**config.mk**
```make
export PLATFORM = sky130hd
export DESIGN_NAME = epst_endpoint_ctrl
export DESIGN_NICKNAME = d
export VERILOG_FILES = /design/src/hw/epst_ep_state.v /design/src/hw/epst_endpoint_ctrl.v
export VERILOG_INCLUDE_DIRS = /design/src /design/src/hw
export SDC_FILE = /design/constraint.sdc
export NUM_CORES = 1
export LEC_CHECK = 0
export BUFFER_PORTS_ARGS = -buffer_cell sky130_fd_sc_hd__buf_2
export CAP_MARGIN = 20
export CELL_PAD_IN_SITES_DETAIL_PLACEMENT = 0
export CELL_PAD_IN_SITES_GLOBAL_PLACEMENT = 2
export CORE_MARGIN = 4
export CORE_UTILIZATION = 31
export CTS_BUF_LIST = sky130_fd_sc_hd__clkbuf_16
export CTS_CLUSTER_DIAMETER = 40
export DETAILED_ROUTE_END_ITERATION = 8
export PLACE_DENSITY_LB_ADDON = 0.1
export SLEW_MARGIN = 0
export SYNTH_ARGS = -nofsm -noshare
export SYNTH_HDL_FRONTEND = slang
export SYNTH_SLANG_ARGS = --single-unit
```
**constraint.sdc**
```tcl
create_clock -name clock -period 2.1 [get_ports clock]
set_input_delay 0.21 -clock clock [delete_from_list [all_inputs] [get_ports clock]]
set_output_delay 0.21 -clock clock [all_outputs]
set_load 0.005 [all_outputs]
```
**src/hw/epst_map.vh**
```
// Command codes, status byte layout and reset values of the endpoint status block.
// Assumes inclusion by the block's design files only.
// Notes on behaviour
// Codes 50h-5Fh read one endpoint status byte.
// Status read clears that endpoint's interrupt bit.
// Status byte read-only; bit 0 reserved.
// Bit 7 halt; stall sets, unstall clears.
// Bit 6 second full; bit 5 first full.
// Bit 4 gives next data toggle.
// Bit 3 set on unacknowledged set-up setup_overrun_flag.
// Status read clears setup_overrun_flag after set-up written.
// Processor checks setup_overrun_flag before acknowledge or stall.
// Bit 2 set while buffer holds set-up.
// Bit 1 shows processor buffer select.
// Set-up token unstalls stalled control endpoint.
// Processor may re-stall after set-up unstall.
// Any unstall flushes buffer, toggle to DATA0.
// Codes 40h-4Fh stall, no data phase.
// Codes 80h-8Fh unstall, no data phase.
// Validate sets full flag of IN endpoint.
// Validate toggles buffer select when double-buffered.
// Codes 61h-6Fh validate; no data phase.
// Low nibble selects endpoint index.
// Status bits read zero after reset.
`ifndef EPST_MAP_VH
`define EPST_MAP_VH
`define EPST_NUM_EP 16
`define EPST_CMD_GRP_READ 4'h5
`define EPST_CMD_GRP_STALL 4'h4
`define EPST_CMD_GRP_UNSTALL 4'h8
`define EPST_CMD_GRP_VALID 4'h6
`define EPST_EP_CTRL_OUT 4'h0
`define EPST_EP_CTRL_IN 4'h1
`define EPST_BIT_HALT 7
`define EPST_BIT_FULL1 6
`define EPST_BIT_FULL0 5
`define EPST_BIT_TOGGLE 4
`define EPST_BIT_OVERRUN 3
`define EPST_BIT_SETUP 2
`define EPST_BIT_CPU_BUFFER_SELECT 1
`define EPST_BIT_RSVD 0
`define EPST_STATUS_RESET 8'h00
`define EPST_INT_RESET 16'h0000
`endif

```
**src/hw/epst_ep_state.v**
```verilog
// One endpoint's status flags, updated from decoded command and USB event strobes.
// Assumes strobes are one-cycle pulses synchronous to clock.
`timescale 1ns/1ps
`include "epst_map.vh"
module epst_ep_state (
	input wire clock,
	input wire rst_n,
	input wire stall_cmd,
	input wire unstall_cmd,
	input wire validate_cmd,
	input wire status_read,
	input wire is_control,
	input wire is_in,
	input wire double_buf,
	input wire setup_token,
	input wire setup_done,
	input wire setup_ack,
	input wire toggle_flip,
	input wire buf_tx_done,
	input wire buf_rx_done,
	input wire buf_clear,
	output wire [7:0] status
);
	reg halt_q;
	reg full0_q;
	reg full1_q;
	reg toggle_q;
	reg overrun_q;
	reg setup_q;
	reg cpu_buffer_select_q;
	reg setup_busy_q;
	wire unstall_any;
	wire flush_any;
	// Set-up token only unstalls a halted control endpoint
	assign unstall_any = unstall_cmd | (setup_token & is_control & halt_q);
	assign flush_any = unstall_cmd | (setup_token & is_control);

	////////////////////////////////////////////////////////////////////////
	// Flag registers; hardware sets win over the status-read clear
	always @(posedge clock or negedge rst_n) begin
		if (!rst_n) begin
			halt_q <= 1'b0;
			full0_q <= 1'b0;
			full1_q <= 1'b0;
			toggle_q <= 1'b0;
			overrun_q <= 1'b0;
			setup_q <= 1'b0;
			cpu_buffer_select_q <= 1'b0;
			setup_busy_q <= 1'b0;
		end else begin
			// Halt: stall wins if both arrive, keeps re-stall possible
			if (stall_cmd)
				halt_q <= 1'b1;
			else if (unstall_any)
				halt_q <= 1'b0;
			// Any unstall reinitialises: empty buffers, DATA0 next
			if (unstall_any) begin
				full0_q <= 1'b0;
				full1_q <= 1'b0;
				toggle_q <= 1'b0;
				cpu_buffer_select_q <= 1'b0;
			end else begin
				if (validate_cmd & is_in) begin
					// Validate marks the processor's buffer full
					if (cpu_buffer_select_q)
						full1_q <= 1'b1;
					else
						full0_q <= 1'b1;
					if (double_buf)
						cpu_buffer_select_q <= ~cpu_buffer_select_q;
				end else if (buf_rx_done) begin
					if (cpu_buffer_select_q)
						full1_q <= 1'b1;
					else
						full0_q <= 1'b1;
				end else if (buf_tx_done | buf_clear) begin
					if (cpu_buffer_select_q)
						full1_q <= 1'b0;
					else
						full0_q <= 1'b0;
					if (buf_clear & double_buf)
						cpu_buffer_select_q <= ~cpu_buffer_select_q;
				end
				if (toggle_flip)
					toggle_q <= ~toggle_q;
			end
			// Set-up packet present until acknowledged
			if (setup_token & is_control)
				setup_q <= 1'b1;
			else if (setup_ack)
				setup_q <= 1'b0;
			// Setup_overrun_flag of pending set-up, cleared by read once written
			if (setup_token & is_control)
				setup_busy_q <= 1'b1;
			else if (setup_done)
				setup_busy_q <= 1'b0;
			if (setup_token & is_control & setup_q & ~halt_q)
				overrun_q <= 1'b1;
			else if (status_read & ~setup_busy_q)
				overrun_q <= 1'b0;
		end
	end

	// Reserved bit 0 reads zero
	assign status = {halt_q, full1_q, full0_q, toggle_q, overrun_q, setup_q, cpu_buffer_select_q, 1'b0};
endmodule // epst_ep_state

```
**src/hw/epst_endpoint_ctrl.v**
```verilog
// Endpoint status, stall, unstall and validate command handling.
// Assumes one-byte commands strobed by the processor port and USB event
// strobes from the serial engine, all synchronous to clock.
`timescale 1ns/1ps
`include "epst_map.vh"
module epst_endpoint_ctrl (
	input wire clock,
	input wire rst_n,
	input wire cmd_valid,
	input wire [7:0] cmd_code,
	input wire data_read,
	input wire [15:0] ep_is_in,
	input wire [15:0] ep_double_buf,
	input wire [15:0] setup_token,
	input wire [15:0] setup_done,
	input wire [15:0] setup_ack,
	input wire [15:0] toggle_flip,
	input wire [15:0] buf_tx_done,
	input wire [15:0] buf_rx_done,
	input wire [15:0] buf_clear,
	input wire [15:0] int_set,
	output reg [7:0] read_data,
	output reg read_valid,
	output reg [15:0] interrupt_status_word,
	output reg [15:0] endpoint_halted_flag
);
	localparam ST_IDLE = 2'b01;
	localparam ST_READ = 2'b10;
	reg [1:0] state_q;
	reg [1:0] state_d;
	reg [3:0] sel_q;
	wire [3:0] grp;
	wire [3:0] ep;
	wire [15:0] ep_hot;
	wire [7:0] status_all [0:15];
	reg [15:0] read_hot;
	wire [3:0] ep_sel_now;

	////////////////////////////////////////////////////////////////////////
	// Command decode: high nibble is group, low nibble endpoint
	assign grp = cmd_code[7:4];
	assign ep = cmd_code[3:0];
	assign ep_hot = 16'h0001 << ep;
	assign ep_sel_now = sel_q;

	// Status read strobe fires when the single data byte is taken
	always @* begin
		read_hot = 16'h0000;
		if (state_q == ST_READ && data_read)
			read_hot = 16'h0001 << sel_q;
	end

	////////////////////////////////////////////////////////////////////////
	// One state block per endpoint
	genvar i;
	generate
		for (i = 0; i < `EPST_NUM_EP; i = i + 1) begin : g_ep
			epst_ep_state u_ep (
				.clock(clock),
				.rst_n(rst_n),
				.stall_cmd(cmd_valid && grp == `EPST_CMD_GRP_STALL && ep_hot[i]),
				.unstall_cmd(cmd_valid && grp == `EPST_CMD_GRP_UNSTALL && ep_hot[i]),
				// Validate undefined for control OUT (code 60h)
				.validate_cmd(cmd_valid && grp == `EPST_CMD_GRP_VALID && ep_hot[i]
					&& ep != `EPST_EP_CTRL_OUT),
				.status_read(read_hot[i]),
				.is_control(i <= `EPST_EP_CTRL_IN),
				.is_in(ep_is_in[i] | (i == `EPST_EP_CTRL_IN)),
				.double_buf(ep_double_buf[i]),
				.setup_token(setup_token[i]),
				.setup_done(setup_done[i]),
				.setup_ack(setup_ack[i]),
				.toggle_flip(toggle_flip[i]),
				.buf_tx_done(buf_tx_done[i]),
				.buf_rx_done(buf_rx_done[i]),
				.buf_clear(buf_clear[i]),
				.status(status_all[i])
			);
		end
	endgenerate

	////////////////////////////////////////////////////////////////////////
	// Read sequencer: code selects endpoint, then one byte is returned
	always @* begin
		state_d = state_q;
		case (state_q)
			ST_IDLE: begin
				if (cmd_valid && grp == `EPST_CMD_GRP_READ)
					state_d = ST_READ;
			end
			ST_READ: begin
				// A new read restarts the answer; any other command drops it
				if (cmd_valid && grp == `EPST_CMD_GRP_READ)
					state_d = ST_READ;
				else if (data_read || cmd_valid)
					state_d = ST_IDLE;
			end
			default: state_d = ST_IDLE;
		endcase
	end

	always @(posedge clock or negedge rst_n) begin
		if (!rst_n) begin
			state_q <= ST_IDLE;
			sel_q <= 4'h0;
		end else begin
			state_q <= state_d;
			if (cmd_valid)
				sel_q <= ep;
		end
	end

	////////////////////////////////////////////////////////////////////////
	// Registered outputs; status byte presented while a read is pending
	always @(posedge clock or negedge rst_n) begin
		if (!rst_n) begin
			read_data <= `EPST_STATUS_RESET;
			read_valid <= 1'b0;
		end else begin
			read_valid <= (state_d == ST_READ);
			if (state_d == ST_READ)
				read_data <= status_all[cmd_valid ? ep : ep_sel_now];
			else
				read_data <= `EPST_STATUS_RESET;
		end
	end

	// Interrupt bits: new event wins over the read clear
	always @(posedge clock or negedge rst_n) begin
		if (!rst_n)
			interrupt_status_word <= `EPST_INT_RESET;
		else
			interrupt_status_word <= int_set | (interrupt_status_word & ~read_hot);
	end

	// Halt flags mirrored for the serial engine's handshake choice
	integer k;
	always @(posedge clock or negedge rst_n) begin
		if (!rst_n)
			endpoint_halted_flag <= 16'h0000;
		else
			for (k = 0; k < `EPST_NUM_EP; k = k + 1)
				endpoint_halted_flag[k] <= status_all[k][`EPST_BIT_HALT];
	end
endmodule // epst_endpoint_ctrl

```
==> reports/qor.txt <==
Largest stage delay, worst path - 550 ps
boundary pin count - 213
Final Hold Fails - 0
quantity of I/O buffers inserted on ports - 167
area share of the leading cell type in the synthesized netlist - 0.4450
proportion of synthesized chip area in sequential cells - 0.4485
most frequent standard cell in the layout excluding fill and tap cells - sky130_fd_sc_hd__buf_2
Clock transition at path regs - 60 ps
first-pass iteration count of the detailed router - 5
core area - 23400 µm²
Max Buffers Root-to-Sink - 2
critical path data arrival time - 2320 ps
area growth from synthesis to layout - 29.03%
met1 routed wirelength after detailed routing - 11280 µm
startpoint type of the worst setup path - register
maximum frequency from static timing analysis - 0.4956 GHz
number of placed cells counting well taps - 1292
origin of the worst min-delay path - setup_token[0]
most used flip-flop cell after synthesis - sky130_fd_sc_hd__dfrtp_1
Setup Total Neg Slack - 0 ps
RD Place Congestion - 0.8273
initial cell density of the core - 0.3148
headroom to the max-slew limit - 0.5517
run status - finished, final reports clean
met2 wire length - 12740 µm
vias in the first global route - 6867
synthesized instance count - 802
areal power density over the cells - 977.2 nW/µm²
cell internal pwr - 6.106 mW
part of the cycle the worst path needs - 0.9608
library cell occupying the most area in the post-synthesis netlist - sky130_fd_sc_hd__dfrtp_1
remaining antenna violation count after routing - 0
flop and latch count out of synthesis - 132
average detailed-routed wire length per instance - 19.03 µm
met3 routed WL - 1104 µm
net switching power figure - 3.183 mW
Critical-path top delay cell - sky130_fd_sc_hd__nor2_1
wire length of the first global-routing pass - 39540 µm
Vias - 6783
count of standard-cell rows - 56
sum of routed wire length over all layers - 25540 µm
CTS root buf - sky130_fd_sc_hd__clkbuf_16
Max H-tree Level - 4
uppermost routed layer - met4
data required time of the critical path - 2400 ps
post-route minimum period - 2018 ps
number of filler cells placed in the layout - 2439
setup repair after global routing missed its margin - no
Die W - 162.2 µm
total die area - 26300 µm²
# nets final - 1184
Setup violations, final - 0
hold path endpoint - g_ep[0].u_ep.setup_q
proportion of layout cells with a drive suffix above 1 - 0.2720
mean area per synthesized cell - 9.186 µm²
max-slew violation total from the final report - 0
part of the total power dissipated in sequential elements - 0.434
combinational fraction of design power - 0.247
netlist area before placement - 7367 µm²
share of synthesized flip-flops with an asynchronous set or reset - 1.000
number of synthesized flops with an enable pin - 0
height of the die - 162.2 µm
slew at the pin with the worst max-slew slack - 669.9 ps
TritonCTS clock tree - yes
setup slack on the worst flop-to-flop path - 80 ps
commonest cells after routing, fill and taps aside - 166 x sky130_fd_sc_hd__buf_2, 131 x sky130_fd_sc_hd__dfrtp_1, 76 x sky130_fd_sc_hd__nand2_1, 70 x sky130_fd_sc_hd__a21oi_1, 65 x sky130_fd_sc_hd__o21ai_0
Worst Path Max Fanout - 7
clock buffer count from CTS - 17
remaining design rule violation count - 0
sequence of cells on the critical path - nor2_1, a22oi_1, a21oi_1, o311ai_1, o2111a_1
leak pwr - 4.154 nW
cell depth of the worst min-delay path - 2
path category of the worst min-delay check - primary input to register
pin count of the biggest net entering global routing - 52
max-cap viol count - 0
worst reg2reg startpoint - ep_sel_now[1]
Worst setup EP type - register
Detailed Place HPWL - 19540 µm
relative contribution of the clock network to total power - 0.319
Worst Hold Slack - 26.10 ps
initial antenna violation count - 0
CTS Sinks - 132
GRT Overall Usage - 0.1954
warning count from the yosys run - 0
leading post-synthesis cells by cell area - sky130_fd_sc_hd__dfrtp_1 44%, sky130_fd_sc_hd__a21oi_1 4.8%, sky130_fd_sc_hd__o21ai_0 4.5%
total congestion overflow - 0
number of DRC markers in iteration 0 - 335
peak ir drop on the vdd network - 0.4411 mV
switching power share of the total - 0.3427
post-route clock skew - 14.65 ps
Post-Layout Cell Count - 1342
latest clock arrival within the worst-skew pair - 430 ps
syn_nets - 976
distinct cell type count after synthesis - 79
Worst Reg2Reg Path Length in Cells - 5
mean number of vias per cell - 5.054
end of the worst register-to-register path - read_data[5]
start-to-end type of the worst setup path - register to register
[worst max-delay path by stage]
stage	start	endpoint	slack (ps)	cells after the start
final	ep_sel_now[1]	read_data[5]	80	5
after global routing	ep_sel_now[1]	read_data[5]	6	5
after CTS	state_q[0]	read_data[3]	40	7
after detailed placement	state_q[0]	read_data[3]	50	7
after global placement	cmd_valid	read_data[5]	120	6
after floorplan	state_q[0]	read_data[1]	400	7
[repair_timing]
item                                    4_1_cts  5_1_grt
buffers inserted                              0        1
endpoints found under the setup margin        0        5
gates resized for setup                       0        2
endpoints found under the hold margin        64        0
hold buffers                                 17        0
[state kept, by name, indices dropped and copies added (netlist names)]
| name | count |
|---|---|
| ep_sel_now | 4 |
| read_valid | 1 |
| g_ep.u_ep.full0_q | 16 |
| read_data | 7 |
| g_ep.u_ep.setup_q | 2 |
| g_ep.u_ep.cpu_buffer_select_q | 16 |
| g_ep.u_ep.full1_q | 16 |
| state_q | 2 |
| endpoint_halted_flag | 16 |
| interrupt_status_word | 16 |
| g_ep.u_ep.overrun_q | 2 |
| g_ep.u_ep.setup_busy_q | 2 |
| g_ep.u_ep.halt_q | 16 |
| g_ep.u_ep.toggle_q | 16 |
[kinds of logic (layout without fill, tap and decap cells)]
logic type               Yosys count  after routing  synth area share
adder cells (fa/ha/maj)            2              2          0.003396
buffers and inverters             79            299           0.05299
XOR/XNOR                          32             32           0.03804
AO/OA/AOI/OAI                    286            286            0.2441
other                              1              2         0.0005090
AND/OR/NAND/NOR                  260            260            0.1946
flip-flops                       132            132            0.4485
multiplexers                      10             10           0.01783
[through the flow]
step | utilization | cell area (µm²) | setup slack [ps] | power [mW]
floorplan | - | 7367 | 403.8 | 5.332
global placement | 0.3736 | 8742 | 122.2 | 6.361
detailed placement | 0.3736 | 8742 | 45.43 | 6.377
CTS | 0.4054 | 9488 | 37.68 | 9.410
global route | 0.4061 | 9503 | 5.744 | 9.896
finish | 0.4062 | 9505 | 82.22 | 9.289
[cells in the mapped netlist, types with 11 or more instances]
master and number:
sky130_fd_sc_hd__nand2b_1 20, sky130_fd_sc_hd__dfrtp_1 131, sky130_fd_sc_hd__inv_1 31, sky130_fd_sc_hd__xnor2_1 24
sky130_fd_sc_hd__o22ai_1 13, sky130_fd_sc_hd__o21ai_0 66, sky130_fd_sc_hd__nor2_1 61, sky130_fd_sc_hd__a31oi_1 13
sky130_fd_sc_hd__o21ai_1 33, sky130_fd_sc_hd__buf_2 18, sky130_fd_sc_hd__a21o_1 11, sky130_fd_sc_hd__nor2b_1 28
sky130_fd_sc_hd__nand2_1 76, sky130_fd_sc_hd__a21oi_1 70, sky130_fd_sc_hd__a22o_1 12
[power by group through the flow]
stage                     combinational, mW  sequential, mW  clock, mW
after floorplan                        1.63            3.70          0
after global placement                 2.26            4.10          0
after detailed placement               2.27            4.11          0
after CTS                              2.31            4.07       3.03
after global routing                   2.61            4.13       3.15
final                                  2.30            4.03       2.96
[worst max-delay path: cells and delay by family (launching register included)]
family	cells	cell delay (ps)
AO/OA/AOI/OAI	4	930
AND/OR/NAND/NOR	1	550
flip-flops	1	420
[routing by layer]
| layer | up-vias | global-route usage |
|---|---|---|
| met5 | - | 0 |
| met4 | 0 | 0.05421 |
| met3 | 27 | 0.03070 |
| met2 | 184 | 0.3358 |
| met1 | 3258 | 0.2565 |
| li1 | 3314 | - |
[layout make-up]
class	instances	area [µm²]	share of cell area
Multi-Input combinational cell	591	3682	0.3874
Sequential cell	132	3304	0.3476
Timing Repair Buffer	231	1403	0.1476
Clock buffer	17	425.4	0.04475
Tap cell	319	399.1	0.04199
Clock inverter	14	150.1	0.01580
Inverter	37	138.9	0.01461
Antenna cell	1	2.502	0.0002633
Power figures use the tool's default switching activity.
